`config.mk`:
```
export PLATFORM = sky130hd
export DESIGN_NAME = regulator_fault_sequencer
export DESIGN_NICKNAME = d
export VERILOG_FILES = /design/src/design/pin_sync.v /design/src/design/regulator_fault_sequencer.v
export VERILOG_INCLUDE_DIRS = /design/src /design/src/pkg
export SDC_FILE = /design/constraint.sdc
export NUM_CORES = 1
export LEC_CHECK = 0
export BUFFER_PORTS_ARGS = -buffer_cell sky130_fd_sc_hd__buf_2
export CORE_UTILIZATION = 40
export CTS_CLUSTER_DIAMETER = 40
export DETAILED_ROUTE_END_ITERATION = 12
export HOLD_SLACK_MARGIN = 0.03
export SLEW_MARGIN = 20
export SYNTH_ARGS = -nofsm -noshare
export SYNTH_HDL_FRONTEND = slang
export SYNTH_HIERARCHICAL = 1
export SYNTH_SLANG_ARGS = --single-unit
```
`constraint.sdc`:
```
create_clock -name CLOCK_I -period 17 [get_ports CLOCK_I]
set_input_delay 0 -clock CLOCK_I [delete_from_list [all_inputs] [get_ports CLOCK_I]]
set_output_delay 0 -clock CLOCK_I [all_outputs]
set_load 0.05 [all_outputs]
```
`src/pkg/fault_seq_regs.vh`:
```
/*
 * Constants of the regulator fault sequencer: register offsets, field
 * positions, reset values and timing counts at a 50 MHz clock.
 * Assumes inclusion by bare name from the design files.
 */
`ifndef FAULT_SEQ_REGS_VH
`define FAULT_SEQ_REGS_VH

// Register byte offsets on the Wishbone bus.
`define OFS_PWM_CFG       4'h0
`define OFS_STATUS        4'h4
`define OFS_EVENTS        4'h8

// Switching configuration fields and reset values.
`define PWM_PERIOD_LSB    0
`define PWM_DEMAND_LSB    8
`define PWM_PERIOD_RST    8'h53
`define PWM_DEMAND_RST    8'h00

// Status fields.
`define ST_STATE_LSB      0
`define ST_OC_FLAG_BIT    3
`define ST_OVP_BIT        4
`define ST_THERM_BIT      5
`define ST_POWER_GOOD_BIT      6
`define ST_LIMIT_LSB      8

// Sticky event bits, cleared by writing one.
`define EV_OC_BIT         0
`define EV_OVP_BIT        1
`define EV_THERM_BIT      2

// Current limit codes picked by the strap, and their trip levels.
`define LIMIT_LOW         2'h0
`define LIMIT_MID         2'h1
`define LIMIT_HIGH        2'h2
`define LIMIT_LOW_LEVEL   8'h40
`define LIMIT_MID_LEVEL   8'h60
`define LIMIT_HIGH_LEVEL  8'h80

// Timing, each time in its own unit and the cycle count derived from it.
`define CLK_FREQ_MHZ      50
`define SAMPLE_WIN_NS     40
`define SAMPLE_WIN_CYC    ((`SAMPLE_WIN_NS * `CLK_FREQ_MHZ + 999) / 1000)
`define OVP_DELAY_NS      2000
`define OVP_DELAY_CYC     ((`OVP_DELAY_NS * `CLK_FREQ_MHZ) / 1000)
`define BLANK_TIME_US     20480
`define BLANK_CYC         (`BLANK_TIME_US * `CLK_FREQ_MHZ)
`define SS_TIME_US        3000
`define SS_STEP_CYC       ((`SS_TIME_US * `CLK_FREQ_MHZ) / 256)
`define STRAP_SETTLE_CYC  3

// Duty ratio ceiling in percent.
`define DUTY_MAX_PCT      16'd86
`define PCT_FULL          16'd100

`endif

```
`src/design/pin_sync.v`:
```
/*
 * Two-stage synchroniser bank for asynchronous comparator and strap pins.
 * Assumes one clock, a synchronous active-high reset and a clock enable.
 */
`default_nettype none

module pin_sync #(
  parameter W = 1
) (
  // Clock, reset and enable.
  input  wire         clk_i,
  input  wire         rst_i,
  input  wire         ce_i,
  // Pins and their synchronised copies.
  input  wire [W-1:0] async_i,
  output wire [W-1:0] sync_o
);

  reg [W-1:0] meta_q;
  reg [W-1:0] sync_q;

  // The first stage feeds only the second stage, never any logic.
  always @(posedge clk_i) begin
    if (rst_i) begin
      meta_q <= {W{1'b0}};
      sync_q <= {W{1'b0}};
    end else if (ce_i) begin
      meta_q <= async_i;
      sync_q <= meta_q;
    end
  end

  assign sync_o = sync_q;

endmodule

`default_nettype wire

```
`src/design/regulator_fault_sequencer.v`:
```
/*
 * Fault and protection sequencer of a synchronous buck regulator: lockout,
 * soft-start, overcurrent hiccup, thermal shutdown, power-good window and
 * latched over-voltage response, with a duty-limited PWM timebase.
 * Assumes digitised comparator results on asynchronous pins, a 50 MHz clock
 * and a classic Wishbone master.
 */
// Chosen here: the Wishbone register port and the register addresses.
//
// Contract
// - Enable below stop level tri-states both drivers.
// - Strap picks one of three current limits.
// - Sample current before valley, flag overcurrent event.
// - Overcurrent pulls power-good low, enters hiccup.
// - Hiccup latches flag, switches off for blanking.
// - Blanking end clears flag, restarts soft-start, repeats.
// - Thermal trip stops switches, resets soft-start.
// - Thermal release restarts through soft-start automatically.
// - Power-good high only inside sense window.
// - Power-good only pulls low; pull-up outside.
// - Over-voltage trips after qualification delay.
// - Over-voltage latches high side off, low side discharges.
// - Low side off once sense below threshold.
// - High side latched until enable or bias cycles.
// - Over-voltage armed only after enable start level.
// - High-side on-time capped at 86 percent.
// - Drivers off while bias or enable locked out.
// - Soft-start begins only on power-on-ready.
// - Overcurrent and over-voltage armed during soft-start.
`default_nettype none
`include "fault_seq_regs.vh"

module regulator_fault_sequencer #(
  parameter [19:0] BLANK_CYCLES = `BLANK_CYC
) (
  // Clock, reset and enable.
  input  wire        CLOCK_I,
  input  wire        RST_I,
  input  wire        CE_I,
  // Wishbone slave.
  input  wire [3:0]  ADR_I,
  input  wire [31:0] DAT_I,
  input  wire [3:0]  SEL_I,
  input  wire        WE_I,
  input  wire        CYC_I,
  input  wire        STB_I,
  output reg  [31:0] DAT_O,
  output reg         ACK_O,
  // Comparator and strap pins.
  input  wire        BIAS_OK_I,
  input  wire        ENABLE_RUN_I,
  input  wire        ENABLE_START_I,
  input  wire        THERMAL_TRIP_I,
  input  wire        SENSE_ABOVE_LOW_I,
  input  wire        SENSE_ABOVE_HIGH_I,
  input  wire        LIMIT_STRAP_HIGH_I,
  input  wire        LIMIT_STRAP_LOW_I,
  input  wire [7:0]  LOW_SIDE_CURRENT_I,
  // Gate drivers.
  output reg         HS_GATE_O,
  output reg         HS_OE_N_O,
  output reg         LS_GATE_O,
  output reg         LS_OE_N_O,
  // Open-drain power-good pin.
  input  wire        POWER_GOOD_I,
  output reg         POWER_GOOD_O,
  output reg         POWER_GOOD_OE_N_O
);

  localparam [2:0] ST_OFF    = 3'h0;
  localparam [2:0] ST_SOFT   = 3'h1;
  localparam [2:0] ST_RUN    = 3'h2;
  localparam [2:0] ST_HICCUP = 3'h3;
  localparam [2:0] ST_THERM  = 3'h4;
  localparam [2:0] ST_OVP    = 3'h5;
  localparam integer SAMPLE_N = `SAMPLE_WIN_CYC, OVP_N = `OVP_DELAY_CYC, SS_N = `SS_STEP_CYC;
  localparam integer STRAP_N  = `STRAP_SETTLE_CYC;
  localparam [8:0]  SAMPLE_CYC = SAMPLE_N[8:0];
  localparam [6:0]  OVP_CYC    = OVP_N[6:0];
  localparam [9:0]  SS_STEP    = SS_N[9:0];
  localparam [1:0]  STRAP_CYC  = STRAP_N[1:0];

  function hit;
    input [3:0] adr;
    input [3:0] ofs;
    begin
      hit = (adr[3:2] == ofs[3:2]);
    end
  endfunction
  function [7:0] duty_cap;
    input [7:0] period;
    reg   [15:0] prod;
    reg   [15:0] quot;
    begin
      prod     = {8'h00, period} * `DUTY_MAX_PCT;
      quot     = prod / `PCT_FULL;
      duty_cap = quot[7:0];
    end
  endfunction
  function [7:0] min8;
    input [7:0] a;
    input [7:0] b;
    begin
      min8 = (a < b) ? a : b;
    end
  endfunction

  ////////////////////////////////////////////////////////////////////////////
  // Pin synchronisers.

  wire [16:0] pins_s;
  pin_sync #(
    .W (17)
  ) u_sync (
    .clk_i   (CLOCK_I),
    .rst_i   (RST_I),
    .ce_i    (CE_I),
    .async_i ({POWER_GOOD_I, LIMIT_STRAP_LOW_I, LIMIT_STRAP_HIGH_I,
               SENSE_ABOVE_HIGH_I, SENSE_ABOVE_LOW_I, THERMAL_TRIP_I,
               ENABLE_START_I, ENABLE_RUN_I, BIAS_OK_I, LOW_SIDE_CURRENT_I}),
    .sync_o  (pins_s)
  );

  wire [7:0] cur_s    = pins_s[7:0];
  wire       bias_s   = pins_s[8];
  wire       en_run_s = pins_s[9];
  wire       en_go_s  = pins_s[10];
  wire       therm_s  = pins_s[11];
  wire       win_lo_s = pins_s[12];
  wire       win_hi_s = pins_s[13];
  wire       str_hi_s = pins_s[14];
  wire       str_lo_s = pins_s[15];
  wire       pg_pin_s = pins_s[16];

  ////////////////////////////////////////////////////////////////////////////
  // State.

  reg [2:0]  state_q;
  reg [2:0]  state_d;
  reg [7:0]  period_q;
  reg [7:0]  demand_q;
  reg [7:0]  cnt_q;
  reg [7:0]  ramp_q;
  reg [9:0]  step_q;
  reg [19:0] blank_q;
  reg [6:0]  ovp_cnt_q;
  reg        oc_flag_q;
  reg        ls_ok_q;
  reg [1:0]  limit_q;
  reg [1:0]  strap_cnt_q;
  reg [2:0]  events_q;
  wire lockout  = !bias_s || !en_run_s;
  wire por      = bias_s && en_go_s;
  wire active   = (state_q == ST_SOFT) || (state_q == ST_RUN);
  // Comparator is armed only in states reached through the start threshold.
  wire ovp_arm  = (state_q != ST_OFF) && (state_q != ST_OVP);
  wire ovp_trip = ovp_arm && win_hi_s && (ovp_cnt_q == OVP_CYC - 7'h01);
  wire blank_end = (blank_q == BLANK_CYCLES - 20'h00001);
  // Current is sampled ahead of the valley by an eighth of the period.
  wire [7:0] win_start = period_q - {3'b000, period_q[7:3]};
  wire       in_sample = (cnt_q >= win_start) &&
                         ({1'b0, cnt_q} < {1'b0, win_start} + SAMPLE_CYC);
  wire [7:0] limit_lvl = (limit_q == `LIMIT_LOW)  ? `LIMIT_LOW_LEVEL :
                         (limit_q == `LIMIT_HIGH) ? `LIMIT_HIGH_LEVEL :
                                                    `LIMIT_MID_LEVEL;
  wire oc_event = active && LS_GATE_O && in_sample && (cur_s > limit_lvl);

  always @* begin
    state_d = state_q;
    case (state_q)
      ST_OFF: begin
        if (!lockout && por) begin
          state_d = ST_SOFT;
        end
      end
      ST_SOFT: begin
        if (ramp_q == 8'hff) begin
          state_d = ST_RUN;
        end
      end
      ST_HICCUP: begin
        if (blank_end) begin
          state_d = ST_SOFT;
        end
      end
      ST_THERM: begin
        if (!therm_s) begin
          state_d = ST_SOFT;
        end
      end
      ST_RUN, ST_OVP: begin
        state_d = state_q;
      end
      default: begin
        state_d = ST_OFF;
      end
    endcase
    if (state_q != ST_OFF && lockout) begin
      state_d = ST_OFF;
    end else if (ovp_trip) begin
      state_d = ST_OVP;
    end else if (therm_s && ovp_arm && state_q != ST_THERM) begin
      state_d = ST_THERM;
    end else if (oc_event) begin
      state_d = ST_HICCUP;
    end
  end

  ////////////////////////////////////////////////////////////////////////////
  // Sequencer, timebase and protection counters.

  wire       run_d   = (state_d == ST_SOFT) || (state_d == ST_RUN);
  wire [7:0] on_lim  = min8(demand_q, duty_cap(period_q));
  wire [7:0] on_time = (state_d == ST_SOFT) ? min8(on_lim, ramp_q) : on_lim;
  wire       hs_d    = run_d && (cnt_q < on_time);
  // Sync FET waits for the first control pulse so a pre-biased output is kept.
  wire       ls_d    = (run_d && !hs_d && ls_ok_q) ||
                       ((state_d == ST_OVP) && win_hi_s && !therm_s);
  wire       pg_d    = win_lo_s && !win_hi_s &&
                       (state_d != ST_HICCUP) && (state_d != ST_OVP);

  always @(posedge CLOCK_I) begin
    if (RST_I) begin
      state_q     <= ST_OFF;
      cnt_q       <= 8'h00;
      ramp_q      <= 8'h00;
      step_q      <= 10'h000;
      blank_q     <= 20'h00000;
      ovp_cnt_q   <= 7'h00;
      oc_flag_q   <= 1'b0;
      ls_ok_q     <= 1'b0;
      limit_q     <= `LIMIT_MID;
      strap_cnt_q <= 2'h0;
    end else if (CE_I) begin
      state_q <= state_d;
      cnt_q   <= (cnt_q >= period_q - 8'h01) ? 8'h00 : cnt_q + 8'h01;
      // Strap is read once, after the synchronisers have settled.
      if (strap_cnt_q != STRAP_CYC) begin
        strap_cnt_q <= strap_cnt_q + 2'h1;
        if (strap_cnt_q == STRAP_CYC - 2'h1) begin
          limit_q <= str_hi_s ? `LIMIT_HIGH :
                     str_lo_s ? `LIMIT_LOW : `LIMIT_MID;
        end
      end
      if (state_q == ST_SOFT) begin
        if (step_q == SS_STEP - 10'h001) begin
          step_q <= 10'h000;
          ramp_q <= ramp_q + 8'h01;
        end else begin
          step_q <= step_q + 10'h001;
        end
      end else if (state_q != ST_RUN) begin
        step_q <= 10'h000;
        ramp_q <= 8'h00;
      end
      blank_q <= (state_q == ST_HICCUP) ? blank_q + 20'h00001 : 20'h00000;
      if (oc_event) begin
        oc_flag_q <= 1'b1;
      end else if (state_q == ST_HICCUP && blank_end) begin
        oc_flag_q <= 1'b0;
      end
      if (ovp_arm && win_hi_s && ovp_cnt_q != OVP_CYC - 7'h01) begin
        ovp_cnt_q <= ovp_cnt_q + 7'h01;
      end else if (!win_hi_s || !ovp_arm) begin
        ovp_cnt_q <= 7'h00;
      end
      if (!run_d) begin
        ls_ok_q <= 1'b0;
      end else if (HS_GATE_O) begin
        ls_ok_q <= 1'b1;
      end
    end
  end

  always @(posedge CLOCK_I) begin
    if (RST_I) begin
      HS_GATE_O         <= 1'b0;
      LS_GATE_O         <= 1'b0;
      HS_OE_N_O         <= 1'b1;
      LS_OE_N_O         <= 1'b1;
      POWER_GOOD_O      <= 1'b0;
      POWER_GOOD_OE_N_O <= 1'b0;
    end else if (CE_I) begin
      HS_GATE_O         <= hs_d;
      LS_GATE_O         <= ls_d;
      HS_OE_N_O         <= (state_d == ST_OFF);
      LS_OE_N_O         <= (state_d == ST_OFF);
      POWER_GOOD_O      <= 1'b0;
      POWER_GOOD_OE_N_O <= pg_d;
    end
  end

  ////////////////////////////////////////////////////////////////////////////
  // Wishbone registers.

  wire req    = CYC_I && STB_I && !ACK_O;
  wire wr     = req && WE_I;
  wire ev_clr = wr && hit(ADR_I, `OFS_EVENTS) && SEL_I[0];
  wire [2:0] ev_set = {state_d == ST_THERM && state_q != ST_THERM,
                       ovp_trip, oc_event};

  always @(posedge CLOCK_I) begin
    if (RST_I) begin
      period_q <= `PWM_PERIOD_RST;
      demand_q <= `PWM_DEMAND_RST;
      events_q <= 3'h0;
      ACK_O    <= 1'b0;
      DAT_O    <= 32'h00000000;
    end else if (CE_I) begin
      ACK_O <= req;
      // A new event wins over a clear in the same cycle.
      events_q <= (ev_clr ? events_q & ~DAT_I[2:0] : events_q) | ev_set;
      if (wr && hit(ADR_I, `OFS_PWM_CFG)) begin
        if (SEL_I[0]) begin
          period_q <= DAT_I[`PWM_PERIOD_LSB +: 8];
        end
        if (SEL_I[1]) begin
          demand_q <= DAT_I[`PWM_DEMAND_LSB +: 8];
        end
      end
      if (req && !WE_I) begin
        DAT_O <= 32'h00000000;
        if (hit(ADR_I, `OFS_PWM_CFG)) begin
          DAT_O <= {16'h0000, demand_q, period_q};
        end else if (hit(ADR_I, `OFS_STATUS)) begin
          DAT_O <= {22'h000000, limit_q, 1'b0, pg_pin_s, therm_s,
                    state_q == ST_OVP, oc_flag_q, state_q};
        end else if (hit(ADR_I, `OFS_EVENTS)) begin
          DAT_O <= {29'h00000000, events_q};
        end
      end
    end
  end

endmodule

`default_nettype wire

```
Word level (Yosys, flattened, before mapping). Cells that the tools add are included.

Add/sub/neg operators: 9. Multipliers: 1. Divide/modulo/power cells: 1. $lt $le $gt $ge: 7. Eq/ne operators: 26. Multiplexer cells: 34. Bitwise logic cells: 3. Reduce and logical (&&, ||, !) cells: 63.

Operators by type and width (number): 2-to-1 mux 8 bit (9); 2-to-1 mux 10 bit (4); logical AND 1 bit (30); 2-to-1 mux 3 bit (10); less-than comparator 8 bit (3); adder 20 x 1 -> 20 bit (second input constant) (1); == test 20 bit (second input constant) (1); 2-to-1 mux 20 bit (1); adder 8 x 1 -> 8 bit (second input constant) (2); divider 15 x 7 -> 16 bit (second input constant) (1); greater-or-equal comparator 8 bit (2); 2-to-1 mux 16 bit (1); one-hot mux 3 bit (5 select lines) (1); multiplier 8 x 6 -> 14 bit (second input constant) (1); 2-to-1 mux 7 bit (2); == test 3 bit (second input constant) (4); AND reduction 2 bit (6); AND reduction 3 bit (4); adder 10 x 1 -> 10 bit (second input constant) (1); == test 10 bit (second input constant) (1); adder 8 x 2 -> 9 bit (second input constant) (1); == test 3 x 2 -> 1 bit (second input constant) (3); zero test 1 bit (9); less-than comparator 8 x 9 -> 1 bit (1); 26 further kinds (45).

Flip-flop bits (word level): 152. Input port bits: 63. Output and inout port bits: 39. Word-level logic and storage cells: 165.

Logic depth before layout (Yosys ltp). Gate-level depths: netlist of the first run.

Word-level depth: 18. Mapped depth: 61. Gate-level depth less buffers: 58.

Hierarchy. Netlist of the first run, hierarchy kept.

By module, submodules not included: regulator_fault_sequencer (instances 1, cells an instance 1409, area each 10994.3 um2, sequential area each 2042.0 um2); pin_sync (instances 1, cells an instance 110, area each 1238.7 um2, sequential area each 680.7 um2).

Least setup slack after synthesis of the first run. Ideal clock, no wire load.

Path kind: register to register. From: reg period_q[3]. To: reg HS_GATE_O. Library setup time: 0.059 ns. Arrival time: 12.566 ns. Data required time: 16.941 ns. Setup slack: 4.375 ns. Stages on the path, launching flop included: 56. Path buffers: 2. Period minus slack after synthesis: 12.625 ns. Cell sequence: dfxtp_1 > ha_1 > fa_1 > inv_1 > fa_1 > inv_1 > ha_1 > clkbuf_1 > and3_1 > a2111oi_2 > a211oi_4 > xnor2_2 > nor3_4 > a31oi_4 > a211o_1 > a31oi_2 > nor2_2 > o31ai_4 > (+20 left out) > o21a_1 > o21ai_0 > a21o_1 > nand2_1 > o21ai_2 > mux2_2 > ha_1 > a21o_1 > a21o_1 > a21oi_1 > a21boi_0 > a41oi_4 > mux2i_1 > ha_1 > a21o_1 > a21o_1 > a2111oi_0 > a31o_1.

Longest elaborated chain between the ends: 14. Elaborated cells on any way between the ends: 23. Those cells by class: add/sub: 2; mul: 1; div: 1; order compare: 5; eq/ne: 2; mux: 7; reduce/logical: 5.

RTL lines: start, declared (RTL line regulator_fault_sequencer.v:140) `reg [7:0] period_q;`; start signal, assigned (RTL line regulator_fault_sequencer.v:304) `` period_q <= `PWM_PERIOD_RST; ``; start signal, assigned (RTL line regulator_fault_sequencer.v:315) `` period_q <= DAT_I[`PWM_PERIOD_LSB +: 8]; ``; parallel branches: the longest is 13 deep, another holds divider 15 x 7 -> 16 bit; logical AND 1 bit (*) (RTL line regulator_fault_sequencer.v:215) `wire hs_d = run_d && (cnt_q < on_time);`; end signal, assigned (RTL line regulator_fault_sequencer.v:284) `HS_GATE_O <= hs_d;`; end, declared (RTL line regulator_fault_sequencer.v:60) `output reg HS_GATE_O,`.

Mark *: on every way between the ends. A chain may end at the register's enable or synchronous reset.

Worst setup path in the final report of the first run. Same ends and word-level chain as after synthesis.

==> summary.md, run 1 <==
| Metric | Value |
|---|---|
| Status | finished clean |
| IR drop worst, VDD | ~0.000074 V |
| CTS max path bufs | 2 |
| Final WL | 33.6 mm |
| Syn_area_per_cell | around 8.1 um2 |
| Tmin final | around 15 ns |
| Routed length per instance | about 17 um |
| CP max FO | 14 |
| Synthesized instance count | between 1,500 and 2,000 |
| CTS H-tree depth | 4 |
| Ys flop type | dfxtp_1 |
| Clock Skew | about 0.013 ns |
| Initial detailed-routing violation count | roughly 650 |
| Number of global-route vias before repair | 10,702 |
| Dpl cell area | around 13,000 um2 |
| Top cell type's share of synthesized area | 22.3% |
| Buffers added on ports | 64 |
| Synth top cells by count | nor2_1, dfxtp_1, nand2_1 |
| CTS Buf Count | 17 |
| Endpoints failing hold | 0 |
| Root buf cell | clkbuf_16 |
| Die area | 31,300 um2 |
| Core area | approximately 30,000 um2 |
| Largest net degree at the start of global routing | 65 |
| Setup bufs post-CTS | 0 |
| DR vias/cell | about 5.6 |
| Worst setup path start | period_q[3] |
| Pre-antenna DRT Iters | 8 |
| CTS resizes | 0 |
| Die Span X | approximately 180 um |
| Worst Tran Pin Value | 1.17 ns |
| Power Density | 89.6 nW/um2 |
| RSZ-0062 raised after global routing | no |
| Fin Setup TNS | 0 ns |
| Vias | between 10,000 and 15,000 |
| I/O pin cnt | ~100 |
| Largest delay contributor family on the critical path | compound AO/OA/AOI/OAI gates |
| Max-cap violation count | 0 |
| Global-route wire length before repair | between 50 and 60 mm |
| Core Util, Final | between 40% and 50% |
| CP max stage delay | roughly 0.65 ns |
| Clock Latency Late Sink | approximately 0.43 ns |
| DRC | 0 |
| Layout overhead on the synthesized area | 12.2% |
| Seq/Total Area, Yosys | 22.3% |
| Clk slew on worst S/H paths | roughly 0.070 ns |
| Most frequent cell after synthesis | nor2_1 |
| ANT nets after route | 0 |
| Post-synth ARST share | 0% |
| Req. time, crit path | roughly 17 ns |
| Ys Warns | 6 |
| Crit-path slowest cell | dfxtp_1 |
| CP arrival | 15.59 ns |
| Worst hold path type | input port to flip-flop |
| Most common cell on crit path | a21o_1 |
| Final GP Congestion | between 0.9 and 1 |
| Initial antenna violation count | 1 |
| Critical Path Sink Type | flip-flop |
| Layout net count | 1,774 |
| Fmax | around 66 MHz |
| Finished layout cell area | 13,700 um2 |
| Worst hold endpoint | ACK_O |
| Yosys reg bits | around 140 |
| CTS Hold Bufs | 40 |
| CP startpoint kind | flip-flop |
| Post-synth EDFFs | 0 |
| Slew Limit Headroom | 21.8% |
| Slew Viols, Final | 0 |
| WP buf/inv | 5 |
| R2R depth | 53 |
| Static Leak | ~5.7 nW |
| Hold Path Depth | 3 |
| Row Count | 63 |
| Initial core utilization | 40.9% |
| GRT overflow | 0 |
| Chip Height | 177 um |
| Tcrit/Tclk final | roughly 89% |
| Post-DP HPWL | between 20 and 30 mm |
| Antenna cells | 0 |
| Number of clock sinks | ~140 |
| Reg2reg start | period_q[3] |
| Crit Path Category | flip-flop to flip-flop |
| Share of post-route cells with drive strength above 1 | a little under an eighth |
| R2R Path End | HS_GATE_O |
| HP Start | CYC_I |
| GRT Overall Usage | approximately 22% |
| CTS tree | done |
| Largest area contributor in the netlist | dfxtp_1 |
| Synth Cell Area | 12,200 um2 |
| Area contributors post-synth | dfxtp_1, ha_1, nor2_1 |
| R2R Setup Slk | about 1.8 ns |
| Synth cell types | approximately 110 |
| Final setup violation count | 0 |
[cell families (layout without fill, tap and decap cells)]
logic type / after synthesis / in the layout / share of synthesized area, %
buf+inv: 143 / 218 / 5.68
xor+xnor: 109 / 109 / 8.23
other cells: 1 / 17 / 0.0307
fa+ha+maj: 115 / 115 / 12.4
flops: 136 / 136 / 22.3
mux: 88 / 88 / 7.54
compound gates: 345 / 345 / 21.1
simple gates: 582 / 582 / 22.8
[layout by cell type, fill, tap and decap left out, types with 9 or more instances in the layout]
cell           instances
nor3_1                42
o211ai_1              12
mux2i_1               76
nor4_1                 9
xor2_1                42
a31oi_1               19
nor2_1               214
nand3_1               51
dlygate4sd3_1         40
xnor2_1               60
o21a_1                14
nor2b_1               10
fa_1                  10
nand2_1              120
ha_1                 104
or3_1                 14
a211oi_1              31
buf_4                 10
buf_2                 64
mux2_2                 9
nand4_1               29
inv_1                 67
nand2b_1              17
dfxtp_1              136
a21o_1                18
clkbuf_16             17
o21ai_0               47
conb_1                17
and3_1                14
a21oi_1               82
and2_1                12
[worst max path at each step]
stage / to / slack, ns / cells past startpoint
after floorplan: HS_GATE_O / 4.38 / 55
after global routing: HS_GATE_O / 0.68 / 54
final: HS_GATE_O / 1.79 / 53
after global placement: HS_GATE_O / 2.06 / 53
after CTS: HS_GATE_O / 1.92 / 53
after detailed placement: HS_GATE_O / 2.00 / 53
[area by class of cell]
cell class	count	area (um2)
Tap cell	390	488
Timing Repair Buffer	114	796
Sequential cell	136	2720
Fill cell	2933	16200
Clock inverter	12	88.8
Inverter	72	273
Clock buffer	20	467
Multi-Input combinational cell	1256	8890
[power breakdown]
part           internal, mW  switching [mW]  total [mW]
Clock                 0.200           0.163       0.363
Sequential            0.325         0.00579       0.331
Combinational         0.194           0.342       0.536
[metal layers]
layer	GRT usage [%]	up-vias	part of all wire, %
met5	0	-	0
met4	6.03	0	1.7
met3	3.84	43	4.9
met2	36.8	278	47
met1	28.8	5345	47
li1	-	5592	-
[worst min-delay path, stage by stage]
cell and delay [ns]:
buf_2 0.10, nand4b_1 0.24, a21oi_1 0.09
[registers in the layout, indices dropped and copies added, names as in the netlist, 3 cells and up]
register,cells
state_q,3
demand_q,8
step_q,10
blank_q,20
period_q,8
ovp_cnt_q,7
ramp_q,8
DAT_O,16
events_q,3
u_sync/meta_q,17
u_sync/sync_o,17
cnt_q,8
[metrics by stage]
step | instances | setup WS [ns] | hold slack (ns) | power [mW]
after floorplan | 1535 | 4.38 | 0.139 | 0.767
after CTS | 2000 | 1.92 | 0.0302 | 1.23
after global placement | 1928 | 2.06 | 0.234 | 0.854
after global routing | 2000 | 0.685 | 0.0705 | 1.30
after detailed placement | 1928 | 2.00 | 0.243 | 0.857
final | 2000 | 1.79 | 0.0560 | 1.23
Note: power is estimated with default switching activity, not from simulation.
==> run 2, diff against run 1 <==
- ABC_AREA: not set -> 1
==> run 2 against run 1 <==
Against the previous run:
- sequential power increased by 2%
- area after synthesis increased by 1.2%
- non-clock buffer count decreased by 13
- first-iteration DRC count decreased by 12%
- synthesized cell count increased by 21%
- flip-flop and latch count unchanged
- cell area increased by 0.54%
- clock skew decreased by 0.0055 ns
- critical path depth increased by 28
- highest routed layer unchanged
==> summary.md, run 2 <==
| Metric | Value |
|---|---|
| Status | finished clean |
| Most frequent cells in the layout | nand2_1, inv_1, nor2_1 |
| Yosys reg bits | 136 (unchanged) |
| Initial antenna violation count | 0 (-1) |
| Share of post-route cells with drive strength above 1 | 15.3% (+3.4 points) |
| CP arrival | 13.66 ns (-1.93 ns) |
| CP startpoint kind | flip-flop |
| Chip Height | 178 um (+0.59%) |
| Area contributors post-synth | dfxtp_1, nand2_1, ha_1 |
| IR drop worst, VDD | 0.000297 V (+300%) |
| Routed length per instance | 13.1 um (-22%) |
| Worst hold path type | input port to flip-flop |
| Switching Fraction | 56.1% (+15 points) |
| Placed Cells | 2,265 (+17%) |
| Most flop-heavy register | blank_q |
| Int Power | 1.30 mW (+81%) |
| Clock Latency Late Sink | 0.42 ns (about the same) |
| Max-cap violation count | 0 (unchanged) |
| Most common cell on crit path | nand2_1 |
| Synthesized instance count | 1,840 (+21%) |
| Antenna cells | 0 (unchanged) |
| I/O pin cnt | 102 (unchanged) |
| Endpoints failing hold | 0 (unchanged) |
| RSZ-0062 raised after global routing | no |
| Crit-path slowest cell | dfxtp_1 |
| Fin Setup TNS | 0 ns (unchanged) |
| Syn_area_per_cell | 6.73 um2 (-16%) |
| Post-DP HPWL | 23.8 mm (-5.9%) |
| Global-route wire length before repair | 51.0 mm (-7.6%) |
| Pre-antenna DRT Iters | 7 (-1) |
| Post-synth ARST share | 0% (unchanged) |
| Seq/Total Area, Yosys | 22.0% (-0.26 points) |
| ANT nets after route | 0 (unchanged) |
| Slew Limit Headroom | 33.1% (+11 points) |
| Clock Skew | 0.00742 ns (-0.00548 ns) |
| Comb power frac | 75.6% (+32 points) |
| Sw Pwr | 1.66 mW (+230%) |
| Static Leak | 6.50 nW (+15%) |
| Synth cell types | 68 (-40%) |
| CTS tree | done |
| Most frequent cell after synthesis | nand2_1 |
| Tmin final | 13.36 ns (-1.86 ns) |
| Crit Path Category | flip-flop to flip-flop |
| Reg2reg start | period_q[5] |
| Largest area contributor in the netlist | dfxtp_1 |
| Final setup violation count | 0 (unchanged) |
| Ys flop type | dfxtp_1 |
| Initial detailed-routing violation count | 567 (-12%) |
| Die Span X | 178 um (+0.59%) |
| Layout overhead on the synthesized area | 11.5% |
| CTS Buf Count | 17 (unchanged) |
| Largest net degree at the start of global routing | 64 (-1.5%) |
| GRT Overall Usage | 20.0% (-2.0 points) |
| Sequential Power Share | 11.4% (-15 points) |
| CTS H-tree depth | 4 (unchanged) |
| Final GP Congestion | 0.887 (-2.3%) |
| Synth Cell Area | 12,400 um2 (+1.2%) |
| Fmax | 74.9 MHz (+14%) |
| Number of global-route vias before repair | 10,938 (+2.2%) |
| R2R Setup Slk | 3.64 ns (+1.86 ns) |
| Top cell type's share of synthesized area | 22.0% (-0.26 points) |
| Vias | 11,446 (+1.7%) |
| Row Count | 64 (+1.6%) |
| Clock Power Share | 13.0% (-16 points) |
| Most common cell after layout, fill and taps aside | nand2_1 |
| Root buf cell | clkbuf_16 |
| Final WL | 30.4 mm (-9.6%) |
| Number of clock sinks | 136 (unchanged) |
| Worst Tran Pin Value | 1.00 ns (-0.169 ns) |
| CTS max path bufs | 2 (unchanged) |
| Post-synth EDFFs | 0 (unchanged) |
| Core Util, Final | 45.2% (-0.71 points) |
| Layout net count | 2,098 (+18%) |
| Slew Viols, Final | 0 (unchanged) |
| Worst setup path start | period_q[5] |
| HP Start | ADR_I[2] |
| Buffers added on ports | 64 (unchanged) |
| Power Density | 215 nW/um2 (+140%) |
| Initial core utilization | 40.6% (-0.37 points) |
| Req. time, crit path | 17.31 ns (-0.06 ns) |
| Core area | 30,500 um2 (+2.1%) |
| DRC | 0 (unchanged) |
| CP max stage delay | 0.59 ns (-0.06 ns) |
| Max reg flops | 20 (unchanged) |
| GRT overflow | 0 (unchanged) |
| Synth top cells by count | nand2_1, inv_1, nor2_1 |
| Die area | 31,700 um2 (+1.2%) |
| Tcrit/Tclk final | 78.6% (-11 points) |
| Clk slew on worst S/H paths | 0.06 ns (about the same) |
| Final instance count without filler cells | 2,330 (+17%) |
| Critical Path Sink Type | flip-flop |
| DR vias/cell | 4.91 (-13%) |
| Ys Warns | 6 (unchanged) |
| CP max FO | 16 (+2) |
run 2: cell types whose count changed in the layout (fill, tap and decap cells not counted), moves of 23 or more:
| cell | previous run | this run |
|---|---|---|
| a21oi_1 | 82 | 114 |
| inv_1 | 67 | 245 |
| mux2i_1 | 76 | 0 |
| nand2_1 | 120 | 411 |
| nand2_2 | 1 | 72 |
| nand2_4 | 0 | 23 |
| nand3_1 | 51 | 106 |
| o21ai_0 | 47 | 72 |
| xnor2_1 | 60 | 15 |
run 2: worst paths after layout:
check	cells after the start	end
worst min register to register	1	limit_q[0]
worst min-delay path	4	DAT_O[10]
worst max register to register	81	LS_GATE_O
worst max-delay path	81	LS_GATE_O
run 2: power by group through the flow:
stage	Sequential (mW)	Combinational (mW)	Clock [mW]
final	0.336	2.24	0.386
after global routing	0.337	2.50	0.409
after CTS	0.336	2.25	0.395
after detailed placement	0.343	2.23	0
after global placement	0.343	2.21	0
after floorplan	0.345	1.93	0
run 2: stage by stage:
step	power (mW)	setup slack [ns]	area (um2)	hold slack, ns
floorplan	2.28	6.25	12400	0.124
global placement	2.55	3.73	12800	0.231
detailed placement	2.57	3.64	12800	0.236
CTS	2.98	3.58	13800	0.0458
global route	3.25	2.29	13800	0.0589
finish	2.96	3.64	13800	0.0440
run 2: metal layers:
| metal | track usage, % | part of all wire (%) | vias to the layer above |
|---|---|---|---|
| li1 | - | - | 6051 |
| met1 | 24.9 | 47 | 5179 |
| met2 | 34.5 | 47 | 166 |
| met3 | 2.63 | 3.0 | 50 |
| met4 | 7.73 | 2.9 | 0 |
| met5 | 0 | 0 | - |
run 2: timing repair:
| item | CTS | global route |
|---|---|---|
| hold endpoints to repair | 36 | 0 |
| resized for setup | 0 | 0 |
| hold buffers | 33 | 0 |
| buffers inserted | 0 | 0 |
run 2: critical path: cells and delay by family (launching register included):
family | cells | cell delay [ns]
adders and majority gates | 6 | 2.27
and+or+nand+nor | 57 | 6.97
AOI/OAI and AO/OA | 10 | 2.58
buffers and inverters | 8 | 0.84
DFF | 1 | 0.59
run 2: kinds of logic after synthesis:
logic type | synth area share (%)
AOI/OAI and AO/OA | 11.2
xor gates and xnor gates | 3.95
adders and majority gates | 12.1
buffers and inverters | 11.9
DFF | 22.0
other | 0.0303
and+or+nand+nor | 38.8
run 2: layout make-up:
type,count,area (um2)
Inverter,271,1040
Clock inverter,14,186
Fill cell,3153,16700
Timing Repair Buffer,101,681
Tap cell,396,495
Sequential cell,136,2720
Clock buffer,18,429
Multi-Input combinational cell,1394,8240
